==> src/timer_pkg.sv <==
`default_nettype none
package timer_pkg;
  // register indices; the byte address on the bus is four times the index
  localparam logic [7:0] FREE_COUNT_LOW_IDX = 8'h20;
  localparam logic [7:0] FREE_COUNT_HIGH_IDX = 8'h21;
  localparam logic [7:0] INTERVAL_COUNT_LOW_IDX = 8'h26;
  localparam logic [7:0] INTERVAL_COUNT_HIGH_IDX = 8'h27;
  localparam logic [7:0] INTERVAL_RELOAD_LOW_IDX = 8'h28;
  localparam logic [7:0] INTERVAL_RELOAD_HIGH_IDX = 8'h29;
  localparam logic [7:0] IRQ_STATUS_IDX = 8'h30;
  localparam logic [7:0] IRQ_MASK_IDX = 8'h31;
  localparam int ADDR_W = 10;
  localparam int ADDR_LSB = 2;

  // widths
  localparam int FREE_W = 16;
  localparam int INTERVAL_W = 12;
  localparam int BYTE_W = 8;
  localparam int NIBBLE_W = 4;
  localparam int EVENT_W = 3;

  // interrupt status / mask bit positions
  localparam int EV_PERIODIC = 0;
  localparam int EV_WRAP = 1;
  localparam int EV_INTERVAL = 2;

  // reset values
  localparam logic [7:0] BYTE_RESET = 8'h00;
  localparam logic [15:0] FREE_RESET = 16'h0000;
  localparam logic [11:0] INTERVAL_RESET = 12'h000;
  localparam logic [2:0] EVENT_RESET = 3'h0;
  localparam logic [31:0] WORD_ZERO = 32'h0000_0000;

  // timing: timer tick rate derived from the bus clock
  localparam int PCLK_HZ = 20_000_000;
  localparam int TIMER_HZ = 4_000_000;
  localparam int TICK_DIV = PCLK_HZ / TIMER_HZ;
  localparam int PERIODIC_US = 1024;
  localparam int PERIODIC_TICKS = PERIODIC_US * (TIMER_HZ / 1_000_000);
  localparam int PERIODIC_W = $clog2(PERIODIC_TICKS);

  // one-cycle event pulses toward the interrupt controller
  typedef struct packed {
    logic interval;
    logic wrap;
    logic periodic;
  } timer_events_s;
endpackage : timer_pkg
`default_nettype wire

==> src/free_running_and_interval_timer.sv <==
// What this block does
// - a 16-bit counter counts up forever at the 4 MHz timer rate
// - timer runs from a one-cycle tick enable on pclk; no crossing to the bus side is needed
// - reading the counter low byte samples all 16 bits and holds the high byte
// - reading the counter high byte returns the held byte, not the live count
// - a periodic interrupt is raised every 1024 microseconds
// - a separate interrupt is raised on every 16-bit counter wrap
// - a counter low write is held; the high write loads all 16 bits
// - counter bytes are read/write at indices 0x20 and 0x21, reset zero
// - reading interval count low byte captures its upper nibble for atomic read
// - interval high returns captured nibble in bits 3:0, upper bits zero
// - interval count registers at 0x26 and 0x27 are read-only, reset zero
// - 12-bit reload at 0x28 and 0x29 low nibble, read/write, reset zero
// - counter wrap is its own interrupt source, apart from the others
//
// Local design decision: the APB slave port.
`timescale 1ns/100ps
`default_nettype none
module free_running_and_interval_timer
  import timer_pkg::*;
#(
  parameter int TICK_DIVIDE = timer_pkg::TICK_DIV
) (
  // clock and reset
  input wire logic pclk,
  input wire logic presetn,
  // apb slave
  input wire logic psel,
  input wire logic penable,
  input wire logic pwrite,
  input wire logic [timer_pkg::ADDR_W-1:0] paddr,
  input wire logic [31:0] pwdata,
  output logic [31:0] prdata,
  output logic pready,
  output logic pslverr,
  // interrupts
  output timer_pkg::timer_events_s event_pulse,
  output logic irq
);
  import timer_pkg::*;

  localparam int DIV_W = $clog2(TICK_DIVIDE + 1);

  // timer side: tick divider and the two counters
  logic [DIV_W-1:0] div_reg;
  logic div_last;
  logic tick_reg;
  logic [FREE_W-1:0] free_count_reg;
  logic [INTERVAL_W-1:0] interval_count_reg;
  logic [INTERVAL_W-1:0] reload_reg;

  // staging and holding bytes that make multi-byte access atomic
  logic [BYTE_W-1:0] free_high_hold_reg;
  logic [BYTE_W-1:0] free_low_pending_reg;
  logic [NIBBLE_W-1:0] interval_high_hold_reg;
  logic [BYTE_W-1:0] reload_low_pending_reg;

  // interrupt state and the pulse flops toward the interrupt controller
  logic [EVENT_W-1:0] status_reg;
  logic [EVENT_W-1:0] mask_reg;
  logic [EVENT_W-1:0] pending;
  logic irq_reg;
  logic periodic_pulse_reg;
  logic wrap_pulse_reg;
  logic interval_pulse_reg;

  // bus answer flops
  logic [31:0] prdata_reg;
  logic pready_reg;
  logic pslverr_reg;

  // bus-side decode of the current transfer
  logic [7:0] idx;
  logic aligned;
  logic access;
  logic first_access;
  logic commit;
  logic wr;
  logic rd_sample;
  logic mapped;
  logic [31:0] rd_value;

  // one select per register that has a side effect
  logic sel_free_low;
  logic sel_free_high;
  logic sel_count_low;
  logic sel_reload_low;
  logic sel_reload_high;
  logic sel_status;
  logic sel_mask;

  // write strobes, each high only in the cycle a write lands
  logic wr_free_low;
  logic free_load;
  logic wr_reload_low;
  logic wr_reload_high;
  logic wr_status;
  logic wr_mask;

  // read captures, high in the first access cycle of a mapped read
  logic rd_free_low;
  logic rd_count_low;

  // timer-side conditions seen at a tick
  logic periodic_hit;
  logic wrap_hit;
  logic interval_zero;
  logic [EVENT_W-1:0] ev_now;

  assign idx = paddr[ADDR_LSB +: 8];
  assign aligned = (paddr[ADDR_LSB-1:0] == '0);
  assign access = psel & penable;
  // the access cycle before pready samples read data, read side effects and the error flag; write data is taken at commit
  assign first_access = access & ~pready_reg;
  // data and side effects are sampled in the first access cycle
  assign rd_sample = first_access & ~pwrite;
  // a write lands at the edge where the master sees pready
  assign commit = access & pready_reg;
  assign wr = commit & pwrite & ~pslverr_reg;

  // register selects; alignment is checked once, in mapped, and a
  // refused transfer never reaches the strobes below
  assign sel_free_low = (idx == FREE_COUNT_LOW_IDX);
  assign sel_free_high = (idx == FREE_COUNT_HIGH_IDX);
  assign sel_count_low = (idx == INTERVAL_COUNT_LOW_IDX);
  assign sel_reload_low = (idx == INTERVAL_RELOAD_LOW_IDX);
  assign sel_reload_high = (idx == INTERVAL_RELOAD_HIGH_IDX);
  assign sel_status = (idx == IRQ_STATUS_IDX);
  assign sel_mask = (idx == IRQ_MASK_IDX);

  // write strobes; wr already excludes refused transfers
  assign wr_free_low = wr & sel_free_low;
  assign free_load = wr & sel_free_high;
  assign wr_reload_low = wr & sel_reload_low;
  assign wr_reload_high = wr & sel_reload_high;
  assign wr_status = wr & sel_status;
  assign wr_mask = wr & sel_mask;

  // read captures; a refused read must not disturb the holding registers
  assign rd_free_low = rd_sample & mapped & sel_free_low;
  assign rd_count_low = rd_sample & mapped & sel_count_low;

  // address decode; the two address bits below the index must be zero
  always_comb begin
    mapped = 1'b0;
    unique case (idx)
      FREE_COUNT_LOW_IDX, FREE_COUNT_HIGH_IDX,
      INTERVAL_COUNT_LOW_IDX, INTERVAL_COUNT_HIGH_IDX,
      INTERVAL_RELOAD_LOW_IDX, INTERVAL_RELOAD_HIGH_IDX,
      IRQ_STATUS_IDX, IRQ_MASK_IDX: mapped = aligned;
      default: mapped = 1'b0;
    endcase
  end

  // last count of the divider
  assign div_last = (div_reg == DIV_W'(TICK_DIVIDE - 1));

  // tick divider: the timer rate is a one-cycle enable, so the whole block
  // shares pclk and no crossing is needed between timer and bus
  always_ff @(posedge pclk or negedge presetn) begin
    if (!presetn) begin
      div_reg <= '0;
      tick_reg <= 1'b0;
    end else if (div_last) begin
      div_reg <= '0;
      tick_reg <= 1'b1;
    end else begin
      div_reg <= div_reg + DIV_W'(1);
      tick_reg <= 1'b0;
    end
  end

  // free-running counter; a high-byte write loads all 16 bits at once
  always_ff @(posedge pclk or negedge presetn) begin
    if (!presetn) begin
      free_count_reg <= FREE_RESET;
    end else if (free_load) begin
      free_count_reg <= {pwdata[BYTE_W-1:0], free_low_pending_reg};
    end else if (tick_reg) begin
      free_count_reg <= free_count_reg + FREE_W'(1);
    end
  end

  // low-byte write waits here until the high byte arrives
  always_ff @(posedge pclk or negedge presetn) begin
    if (!presetn) begin
      free_low_pending_reg <= BYTE_RESET;
    end else if (wr_free_low) begin
      free_low_pending_reg <= pwdata[BYTE_W-1:0];
    end
  end

  // counter high byte is frozen by the low-byte read, so a later high read
  // cannot tear even if the count carries in between
  always_ff @(posedge pclk or negedge presetn) begin
    if (!presetn) begin
      free_high_hold_reg <= BYTE_RESET;
    end else if (rd_free_low) begin
      free_high_hold_reg <= free_count_reg[FREE_W-1:BYTE_W];
    end
  end

  // interval upper nibble is frozen the same way by its low-byte read
  always_ff @(posedge pclk or negedge presetn) begin
    if (!presetn) begin
      interval_high_hold_reg <= '0;
    end else if (rd_count_low) begin
      interval_high_hold_reg <= interval_count_reg[INTERVAL_W-1:BYTE_W];
    end
  end

  // reload low byte is staged; alone it changes nothing in the timer
  always_ff @(posedge pclk or negedge presetn) begin
    if (!presetn) begin
      reload_low_pending_reg <= BYTE_RESET;
    end else if (wr_reload_low) begin
      reload_low_pending_reg <= pwdata[BYTE_W-1:0];
    end
  end

  // the nibble write commits all 12 bits; the count picks them up at zero,
  // so a half-written reload can never be loaded
  always_ff @(posedge pclk or negedge presetn) begin
    if (!presetn) begin
      reload_reg <= INTERVAL_RESET;
    end else if (wr_reload_high) begin
      reload_reg <= {pwdata[NIBBLE_W-1:0], reload_low_pending_reg};
    end
  end

  // terminal count of the interval timer
  assign interval_zero = (interval_count_reg == '0);

  // interval down-counter, reloads at terminal count
  always_ff @(posedge pclk or negedge presetn) begin
    if (!presetn) begin
      interval_count_reg <= INTERVAL_RESET;
    end else if (tick_reg) begin
      if (interval_zero) begin
        interval_count_reg <= reload_reg;
      end else begin
        interval_count_reg <= interval_count_reg - INTERVAL_W'(1);
      end
    end
  end

  // wrap and periodic points of the free count; a load in the same cycle
  // wins, so a freshly written value never raises a stale event
  assign periodic_hit = (free_count_reg[PERIODIC_W-1:0] == {PERIODIC_W{1'b1}});
  assign wrap_hit = (free_count_reg == {FREE_W{1'b1}});

  // events on the tick; the periodic one falls on every 4096th tick
  always_comb begin
    ev_now = EVENT_RESET;
    ev_now[EV_PERIODIC] = tick_reg && !free_load && periodic_hit;
    ev_now[EV_WRAP] = tick_reg && !free_load && wrap_hit;
    ev_now[EV_INTERVAL] = tick_reg && interval_zero;
  end

  // periodic pulse: one flop per source keeps every pulse one cycle wide,
  // provided ticks are at least two clocks apart
  always_ff @(posedge pclk or negedge presetn) begin
    if (!presetn) begin
      periodic_pulse_reg <= 1'b0;
    end else begin
      periodic_pulse_reg <= ev_now[EV_PERIODIC];
    end
  end

  // wrap pulse, a source of its own apart from periodic and interval
  always_ff @(posedge pclk or negedge presetn) begin
    if (!presetn) begin
      wrap_pulse_reg <= 1'b0;
    end else begin
      wrap_pulse_reg <= ev_now[EV_WRAP];
    end
  end

  // interval pulse; with a zero reload it fires on every tick
  always_ff @(posedge pclk or negedge presetn) begin
    if (!presetn) begin
      interval_pulse_reg <= 1'b0;
    end else begin
      interval_pulse_reg <= ev_now[EV_INTERVAL];
    end
  end

  // sticky status, write one to clear; a new event beats the clear
  always_ff @(posedge pclk or negedge presetn) begin
    if (!presetn) begin
      status_reg <= EVENT_RESET;
    end else begin
      if (wr_status) begin
        status_reg <= (status_reg & ~pwdata[EVENT_W-1:0]) | ev_now;
      end else begin
        status_reg <= status_reg | ev_now;
      end
    end
  end

  // mask register, same layout as status; masking never clears status
  always_ff @(posedge pclk or negedge presetn) begin
    if (!presetn) begin
      mask_reg <= EVENT_RESET;
    end else if (wr_mask) begin
      mask_reg <= pwdata[EVENT_W-1:0];
    end
  end

  // unmasked sources that are waiting
  assign pending = status_reg & mask_reg;

  // level interrupt from a flop: glitch-free, at the cost of one cycle's lag
  always_ff @(posedge pclk or negedge presetn) begin
    if (!presetn) begin
      irq_reg <= 1'b0;
    end else begin
      irq_reg <= |pending;
    end
  end

  // read mux; reserved bits read zero
  always_comb begin
    rd_value = WORD_ZERO;
    unique case (idx)
      FREE_COUNT_LOW_IDX: rd_value[BYTE_W-1:0] = free_count_reg[BYTE_W-1:0];
      FREE_COUNT_HIGH_IDX: rd_value[BYTE_W-1:0] = free_high_hold_reg;
      INTERVAL_COUNT_LOW_IDX: rd_value[BYTE_W-1:0] = interval_count_reg[BYTE_W-1:0];
      INTERVAL_COUNT_HIGH_IDX: rd_value[NIBBLE_W-1:0] = interval_high_hold_reg;
      INTERVAL_RELOAD_LOW_IDX: rd_value[BYTE_W-1:0] = reload_low_pending_reg;
      INTERVAL_RELOAD_HIGH_IDX: rd_value[NIBBLE_W-1:0] = reload_reg[INTERVAL_W-1:BYTE_W];
      IRQ_STATUS_IDX: rd_value[EVENT_W-1:0] = status_reg;
      IRQ_MASK_IDX: rd_value[EVENT_W-1:0] = mask_reg;
      default: rd_value = WORD_ZERO;
    endcase
  end

  // one wait state so read data comes from a flop; pready is one cycle wide
  always_ff @(posedge pclk or negedge presetn) begin
    if (!presetn) begin
      pready_reg <= 1'b0;
    end else if (first_access) begin
      pready_reg <= 1'b1;
    end else begin
      pready_reg <= 1'b0;
    end
  end

  // error flag rides with pready for unmapped or misaligned addresses
  always_ff @(posedge pclk or negedge presetn) begin
    if (!presetn) begin
      pslverr_reg <= 1'b0;
    end else if (first_access) begin
      pslverr_reg <= ~mapped;
    end else begin
      pslverr_reg <= 1'b0;
    end
  end

  // read data holds until the next access; writes and refusals read zero
  always_ff @(posedge pclk or negedge presetn) begin
    if (!presetn) begin
      prdata_reg <= WORD_ZERO;
    end else if (first_access) begin
      prdata_reg <= (mapped && !pwrite) ? rd_value : WORD_ZERO;
    end
  end

  assign prdata = prdata_reg;
  assign pready = pready_reg;
  assign pslverr = pslverr_reg;
  assign event_pulse = '{interval: interval_pulse_reg, wrap: wrap_pulse_reg,
                         periodic: periodic_pulse_reg};
  assign irq = irq_reg;
endmodule : free_running_and_interval_timer
`default_nettype wire

==> config.mk <==
export PLATFORM = sky130hd
export DESIGN_NAME = free_running_and_interval_timer
export DESIGN_NICKNAME = d
export VERILOG_FILES = /design/src/timer_pkg.sv /design/src/free_running_and_interval_timer.sv
export SDC_FILE = /design/constraint.sdc
export NUM_CORES = 1
export LEC_CHECK = 0
export BUFFER_PORTS_ARGS = -buffer_cell sky130_fd_sc_hd__buf_4
export CAP_MARGIN = 10
export CORE_UTILIZATION = 40
export DETAILED_ROUTE_END_ITERATION = 8
export GPL_ROUTABILITY_DRIVEN = 0
export PLACE_DENSITY = 0.67
export SYNTH_ARGS = -nofsm -noshare
export SYNTH_HDL_FRONTEND = slang
export SYNTH_SLANG_ARGS = --single-unit
==> constraint.sdc <==
create_clock -name pclk -period 2.5 [get_ports pclk]
set_input_delay 0.25 -clock pclk [delete_from_list [all_inputs] [get_ports pclk]]
set_output_delay 0.25 -clock pclk [all_outputs]
set_load 0.005 [all_outputs]
==> results_dict.tcl, run 1 <==
set metrics [dict create \
    outcome "complete, no violations" \
    ctsResizeCount 0 \
    clkTransAtPathRegs_ns 0.06 \
    startpoint_type "flip-flop" \
    end_kind "flip-flop" \
    io_pins 85 \
    period_share 0.782 \
    rsz0062_at_grt "no" \
    yosysUniqueCellTypes 71 \
    synthAdderAreaFrac 0.0128 \
    die_area_sq_um 12700 \
    crit_required_ns 2.75 \
    crit_type "reg -> reg" \
    die_w_um 113 \
    worst_slew_pin_slew_ns 0.655 \
    p_sw_w 0.00103 \
    h-tree-depth 3 \
    grt_max_degree 93 \
    finalMaxSlewViolations 0 \
    dp_hpwl_um 8130 \
    largest_reg_flops 16 \
    start_util 0.409 \
    grt_first_pass_wirelength_um 18400 \
    syn_inst 449 \
    layout-drive-gt1-share 0.262 \
    fin_setup_tns_ns 0 \
    clk_path_buf_depth 2 \
    drt-initial-drc-count 259 \
    wirelength_um 11400 \
    nets 540 \
    num_rows 40 \
    max_slew_margin 0.558 \
    synth-xor-area-share 0.0233 \
    max_cap_viol_count 0 \
    synth_top_family_by_area "simple AND/OR/NAND/NOR gates" \
    max_freq_mhz 512 \
    ant_nets 0 \
    fin_crit_ns 1.95 \
    clkSinkCount 92 \
    route.detailed.drc 0 \
    worst_hold_path_type "in -> reg" \
    pwr-share-clk 0.372 \
    synth_compound_area_frac 0.129 \
    num_vias 3584 \
    grt_pass1_vias 3488 \
    root_buffer "clkbuf_16" \
    sequentialPowerShare 0.502 \
    peakVddDrop_mv 0.257 \
    finalSetupViolCount 0 \
    most-common-layout-cells "dfrtp_1 (92), mux2_2 (49), buf_4 (48), nor2_1 (33), conb_1 (24)" \
    die_y_um 113 \
    cp_max_fo 6 \
    port-buffer-count 36 \
    pwr-share-comb 0.127 \
    cts_setup_buffers 0 \
    final-hold-violation-count 0 \
    leakage_nw 2.56 \
    cts_tree "built" \
    synth-edff-count 0 \
    fillers 1110 \
    finalClockSkew_ns 0.00692 \
    numCtsBuffers 9 \
    grt_antenna_before_repair 0 \
    powerDensity_nw_per_um2 637 \
    viasPerCell 5.60 \
    synth.area.mux_share 0.140 \
    grt-ovfl-total 0 \
    p_int_w 0.00250 \
    ys_ff_latch 92 \
    postLayoutCoreUtil 0.464 \
    wire_per_inst_um 17.8 \
    ys_warn_count 0 \
    ys_seq_area_frac 0.470 \
    synth_flop_cell "dfrtp_1" \
    clk_latency_ns 0.35 \
    syn_area_per_cell_sq_um 10.9 \
    p_sw_frac 0.292 \
    worstPathArrival_ns 2.21 \
    grt_usage 0.191 \
    first_pass_iters 4 \
    synth_area_sq_um 4900 \
    core_area_sq_um 12000 \
    synthToLayoutAreaGrowth_pct 13.3 \
    mostFrequentLayoutCell "dfrtp_1" \
    async_reset_ff_frac 1.00 \
    diodes 0 \
    synth-simple-area-share 0.151 \
]
-- power groups by stage --
| stage | registers, W | clock network [W] | logic, W |
|---|---|---|---|
| floorplan | 0.00174 | 0 | 0.000330 |
| global placement | 0.00178 | 0 | 0.000430 |
| detailed placement | 0.00179 | 0 | 0.000441 |
| CTS | 0.00177 | 0.00134 | 0.000448 |
| global route | 0.00179 | 0.00140 | 0.000504 |
| finish | 0.00177 | 0.00131 | 0.000448 |
-- layout make-up --
class	count	area, sq um	share of cell area
tap	147	184	0.0331
clock buffer	11	243	0.0437
clock inverter	5	46.3	0.00834
timing repair buffer	50	390	0.0703
inverter	16	60.1	0.0108
multi-input combinational	319	2320	0.419
sequential	92	2300	0.415
-- critical path, cell delays in order, from the launching register on --
cell	delay (ns)
dfrtp_1	0.43
inv_1	0.17
ha_1	0.21
nor3b_1	0.52
and2_1	0.24
mux2i_1	0.09
o31ai_1	0.20
-- stage by stage --
| stage | setup WS (ns) | power (W) | hold WS, ns | area, sq um | instances |
|---|---|---|---|---|---|
| after floorplan | 0.772 | 0.00207 | -0.0456 | 4980 | 472 |
| after global placement | 0.555 | 0.00221 | 0.332 | 5250 | 623 |
| after detailed placement | 0.468 | 0.00223 | 0.340 | 5250 | 623 |
| after CTS | 0.587 | 0.00356 | 0.154 | 5550 | 640 |
| after global routing | 0.374 | 0.00369 | 0.166 | 5550 | 640 |
| final | 0.545 | 0.00353 | 0.168 | 5550 | 640 |
-- per-layer routing --
layer / part of all wire / wire (um) / global-route usage
met3: 0.046 / 520 / 0.0389
met1: 0.46 / 5250 / 0.258
met2: 0.48 / 5470 / 0.300
met5: 0 / 0 / 0
met4: 0.014 / 161 / 0.0764
-- synthesized netlist by cell type, drive strengths merged (4+ instances only) --
cell type	n	area [sq um]
a21oi	23	115
a22o	4	35.0
a22oi	10	75.1
and2	5	31.3
buf	36	263
clkbuf	9	33.8
dfrtp	92	2300
ha	5	62.6
inv	16	60.1
mux2	49	552
mux2i	9	90.1
nand2	21	78.8
nand3	14	70.1
nand4	4	25.0
nor2	36	153
nor2b	4	25.0
nor3	7	40.0
nor4	5	46.3
o21ai	14	70.1
o22ai	4	25.0
o2bb2ai	6	52.6
xnor2	10	87.6
-- final timing paths --
kind                                              startpoint                                   to  slack [ns]  cells after the start
hold / removal                                     pwdata[5]  free_low_pending_reg[5]$_DFFE_PN0P_        0.17                      2
min in group asynchronous                            presetn   interval_count_reg[10]$_DFFE_PN0P_        0.49                      3
setup reg to reg           interval_count_reg[0]$_DFFE_PN0P_   interval_count_reg[10]$_DFFE_PN0P_        0.55                      6
max in group asynchronous                            presetn              mask_reg[2]$_DFFE_PN0P_        1.65                      3
setup / recovery           interval_count_reg[0]$_DFFE_PN0P_   interval_count_reg[10]$_DFFE_PN0P_        0.55                      6
hold reg to reg                         div_reg[0]$_DFF_PN0_                 div_reg[0]$_DFF_PN0_        0.46                      1
-- timing repair --
item / CTS / global route
endpoints found under the hold margin: 92 / 0
endpoints found under the setup margin: 0 / 0
hold buffers: 1 / 0
-- cell families (layout without fill, tap and decap cells) --
family	Yosys count	after routing
adders and majority gates	5	5
buffers and inverters	61	82
other	1	24
and+or+nand+nor	126	126
AOI/OAI and AO/OA	91	91
DFF	92	92
xor gates and xnor gates	13	13
muxes	60	60
No activity file was read; power rests on OpenSTA's default activity.
==> run 2: changes to the inputs <==
clock period = 2 ns   (was 2.5 ns; I/O delays follow)
==> run 2 against run 1 <==
Clock skew about the same. Cell count increased by 1.4%. Combinational power increased by 35%. Global-route usage increased by 0.99 points. Routed wire length increased by 3.2%. Worst hold slack got worse by 0.043 ns. Final area increased by 1.5%. Power increased by 29%.
==> results_dict.tcl, run 2 (synthesis results as in run 1) <==
set metrics [dict create \
    finalMaxSlewViolations 0 \
    timing.rr.start "pready$_DFF_PN0_" \
    largest_reg_flops 16 \
    grt-ovfl-total 0 \
    outcome "complete, no violations" \
    clkSinkCount 92 \
    start_util 0.409 \
    wire_per_inst_um 18.1 \
    worstPathArrival_ns 2.08 \
    worst_slew_pin_slew_ns 0.567 \
    clk_latency_ns 0.35 \
    powerDensity_nw_per_um2 806 \
    max_cap_viol_count 0 \
    final-hold-violation-count 0 \
    die_y_um 113 \
    num_vias 3667 \
    route.detailed.drc 0 \
    period_share 0.930 \
    p_total_w 0.00454 \
    crit_type "reg -> reg" \
    finalClockSkew_ns 0.00706 \
    grt_max_degree 38 \
    fin_crit_ns 1.86 \
    fin_setup_tns_ns 0 \
    ant_nets 0 \
    wirelength_um 11800 \
    nets 549 \
    max_slew_margin 0.621 \
    clk_path_buf_depth 2 \
    numCtsBuffers 9 \
    die_w_um 113 \
    cp_max_fo 10 \
    finalSetupViolCount 0 \
    h-tree-depth 3 \
    clkTransAtPathRegs_ns 0.06 \
    end_kind "flip-flop" \
    crit_required_ns 2.22 \
    port-buffer-count 36 \
    most-common-layout-cells "dfrtp_1 (92), buf_4 (57), mux2_2 (49), nor2_1 (33), conb_1 (24)" \
    grt_usage 0.201 \
    min_from "pwdata[4]" \
    io_pins 85 \
    core_area_sq_um 12000 \
    grt_antenna_before_repair 0 \
    rsz0062_at_grt "no" \
    multiInputGateArea_sq_um 2330 \
    viasPerCell 5.65 \
    diodes 0 \
    grt_first_pass_wirelength_um 19500 \
    cp-startpoint "pready$_DFF_PN0_" \
    cts_tree "built" \
    dp_hpwl_um 8600 \
    fillers 1095 \
    peakVddDrop_mv 0.386 \
    startpoint_type "flip-flop" \
    layout-drive-gt1-share 0.277 \
    grt_pass1_vias 3623 \
    drt-initial-drc-count 255 \
    die_area_sq_um 12700 \
    mostFrequentLayoutCell "dfrtp_1" \
    regArea_sq_um 2300 \
    max_freq_mhz 538 \
    leakage_nw 2.61 \
    worst_hold_path_type "in -> reg" \
    num_rows 40 \
    root_buffer "clkbuf_16" \
    first_pass_iters 4 \
    synthToLayoutAreaGrowth_pct 15.1 \
]
[run 2: where the power goes]
part	internal (W)	switching (W)	total [W]	leakage [nW]
Combinational	0.000273	0.000330	0.000603	1.23
Clock	0.00101	0.000726	0.00173	0.138
Sequential	0.00199	0.000217	0.00221	1.23
[run 2: per-stage QoR]
step	setup WS, ns	area, sq um	util	instances	hold slack [ns]
after floorplan	0.320	4980	-	472	-0.0956
after global placement	0.198	5310	0.444	631	0.168
after detailed placement	0.146	5310	0.444	631	0.179
after CTS	0.130	5620	0.470	648	0.123
after global routing	0.0345	5630	0.471	649	0.129
final	0.140	5630	0.471	649	0.125
[run 2: layer usage]
layer  track usage  vias up  wire length, um
met3        0.0259       14              626
met2         0.316      126             5540
met5             0        -                0
met4        0.0827        0              235
li1              -     1683                -
met1         0.279     1844             5370
[run 2: path summary, 6_finish.rpt]
path                                                          to  slack [ns]  cells after the start
setup / recovery               free_high_hold_reg[4]$_DFFE_PN0P_        0.14                      5
hold / removal             reload_low_pending_reg[4]$_DFFE_PN0P_        0.13                      2
setup reg to reg               free_high_hold_reg[4]$_DFFE_PN0P_        0.14                      5
hold reg to reg                             div_reg[0]$_DFF_PN0_        0.47                      1
max in group asynchronous                  prdata[2]$_DFFE_PN0N_        0.98                      3
min in group asynchronous                   div_reg[2]$_DFF_PN0_        0.34                      2
[run 2: layout make-up]
type / count / area share
multi-input combinational: 319 / 0.413
tap: 147 / 0.0326
clock inverter: 5 / 0.0109
timing repair buffer: 59 / 0.0813
sequential: 92 / 0.409
inverter: 16 / 0.0107
clock buffer: 11 / 0.0431
[run 2: timing repair]
item / in CTS / in global routing
hold buffers: 1 / 0
endpoints found under the setup margin: 0 / 8
gates resized for setup: 0 / 1
buffers inserted: 0 / 1
endpoints found under the hold margin: 31 / 0
[run 2: critical path: stages, from the launching register on]
cell and delay, ns:
dfrtp_1 0.41, or2_2 0.40, inv_1 0.15, nand2_1 0.11, nor2_4 0.28, mux2_2 0.39
==> run 3: changes to the inputs <==
CORE_UTILIZATION = 56   (was 40)
PLACE_DENSITY = 0.87   (was 0.67)
==> run 3 against run 2 <==
Flip-flop and latch count did not move. Clock power decreased by 29%. Final area is 2.9% lower. Routed wire length is 3.8% lower. Register-to-register slack lost 0.06 ns. Worst hold slack worse by 0.028 ns. Critical path depth did not move. Power down 11%. Non-clock buffer count stayed put. Cell count is 6.5% lower. Die area shrank 28%. Largest power group unchanged.
==> results_dict.tcl, run 3 (synthesis results as in run 1) <==
set metrics [dict create \
    p_total_w 0.00403 \
    ff2ff_setup_slack_ns 0.08 \
    root_buffer "clkbuf_8" \
    cp.buffers_inverters 0 \
    fin_crit_ns 1.92 \
    num_vias 3758 \
    wirelength_um 11300 \
    ant_nets 0 \
    nets 549 \
    dp_hpwl_um 8160 \
    most-common-layout-cells "dfrtp_1 (92), buf_4 (57), mux2_2 (49), nor2_1 (33), conb_1 (24)" \
    layout-drive-gt1-share 0.277 \
    drt-initial-drc-count 432 \
    die_w_um 95.5 \
    h-tree-depth 3 \
    max_cap_viol_count 0 \
    num_rows 33 \
    cts_tree "built" \
    holdWs_ns 0.0976 \
    wire_per_inst_um 18.7 \
    startpoint_type "flip-flop" \
    clk_latency_ns 0.36 \
    period_share 0.961 \
    postLayoutCoreUtil 0.656 \
    cpPeakStageDelay_ns 0.55 \
    crit_type "reg -> reg" \
    clkSinkCount 92 \
    max_slew_margin 0.611 \
    io_pins 85 \
    port-buffer-count 36 \
    grt_antenna_before_repair 0 \
    grt_usage 0.263 \
    cp_slowest_cell "or4_1" \
    crit_chain "ha_1 > nand3_1 > or4_1 > o31a_1 > a21oi_1" \
    worst_hold_path_type "in -> reg" \
    dp_slack_ns 0.105 \
    finalSetupViolCount 0 \
    die_area_sq_um 9120 \
    core_area_sq_um 8340 \
    grt_pass1_vias 3617 \
    end_kind "flip-flop" \
    clkTransAtPathRegs_ns 0.08 \
    grt-ovfl-total 0 \
    start_util 0.587 \
    synthToLayoutAreaGrowth_pct 11.7 \
    numCtsBuffers 9 \
    crit_required_ns 2.29 \
    crit_family "simple AND/OR/NAND/NOR gates" \
    worst_slew_pin_slew_ns 0.578 \
    leakage_nw 2.56 \
    first_pass_iters 5 \
    finalMaxSlewViolations 0 \
    peakVddDrop_mv 0.384 \
    clk_path_buf_depth 2 \
    powerDensity_nw_per_um2 738 \
    outcome "complete, no violations" \
    finalClockSkew_ns 0.0124 \
    die_y_um 95.5 \
    grt_max_degree 57 \
    viasPerCell 6.19 \
    worstPathArrival_ns 2.21 \
    largest_reg_flops 16 \
    setup_ws_ns 0.0790 \
    mostFrequentLayoutCell "dfrtp_1" \
    route.detailed.drc 0 \
    grt_first_pass_wirelength_um 17900 \
    final-hold-violation-count 0 \
    fillers 641 \
    max_freq_mhz 521 \
    cp_max_fo 5 \
    diodes 0 \
]
==> run 3: changes by cell type in the layout (fill, tap and decap cells not counted) <==
cell,previous run,this run
clkbuf_16,9,0
clkbuf_8,1,9
clkinv_2,0,2
clkinv_4,1,0
clkinvlp_4,3,2
inv_6,0,1
==> run 3: cell type report <==
class                      count  area (sq um)  area share
clock buffer                  10           128      0.0233
clock inverter                 6          63.8      0.0117
inverter                      16          60.1      0.0110
multi-input combinational    319          2330       0.425
sequential                    92          2300       0.421
tap                          105           131      0.0240
timing repair buffer          59           458      0.0837
==> run 3: metal layers <==
layer / wire [um] / share of wire / global-route usage
met1: 4690 / 0.41 / 0.345
met2: 5370 / 0.47 / 0.420
met3: 788 / 0.070 / 0.0518
met4: 480 / 0.042 / 0.128
met5: 0 / 0 / 0
==> run 3: report_power, final <==
group	total (W)	switching (W)	leakage [nW]	internal (W)
clock	0.00123	0.000650	0.0927	0.000578
sequential	0.00221	0.000224	1.23	0.00199
combinational	0.000596	0.000331	1.23	0.000265
==> run 3: worst paths after layout <==
check                                               from  depth (start not counted)                             endpoint
setup / recovery           free_count_reg[1]$_DFFE_PN0P_                          5       free_count_reg[14]$_DFFE_PN0P_
hold / removal                                 pwdata[5]                          2  free_low_pending_reg[5]$_DFFE_PN0P_
setup reg to reg           free_count_reg[1]$_DFFE_PN0P_                          5       free_count_reg[14]$_DFFE_PN0P_
hold reg to reg                     div_reg[0]$_DFF_PN0_                          1                 div_reg[0]$_DFF_PN0_
max in group asynchronous                        presetn                          3    interval_count_reg[5]$_DFFE_PN0P_
min in group asynchronous                        presetn                          2            reload_reg[3]$_DFFE_PN0P_
==> run 3: what timing repair did <==
item,4_1_cts,5_1_grt
hold buffers,1,0
hold endpoints to repair,36,0
buffers inserted,0,2
gates resized for setup,0,1
endpoints found under the setup margin,0,5
==> run 3: worst reg2reg max path, delay by kind of cell (launching register included) <==
family	cells	cell delay, ns
compound gates	2	0.45
simple gates	2	0.74
flops	1	0.43
fa+ha+maj	1	0.23
==> run 3: through the flow <==
stage          setup TNS, ns  area [sq um]  std cells
2_1_floorplan              0          4980        472
5_1_grt              -0.0148          5470        607
3_3_place_gp               0          5250        588
6_report                   0          5470        607
3_5_place_dp               0          5250        588
4_1_cts                    0          5450        605
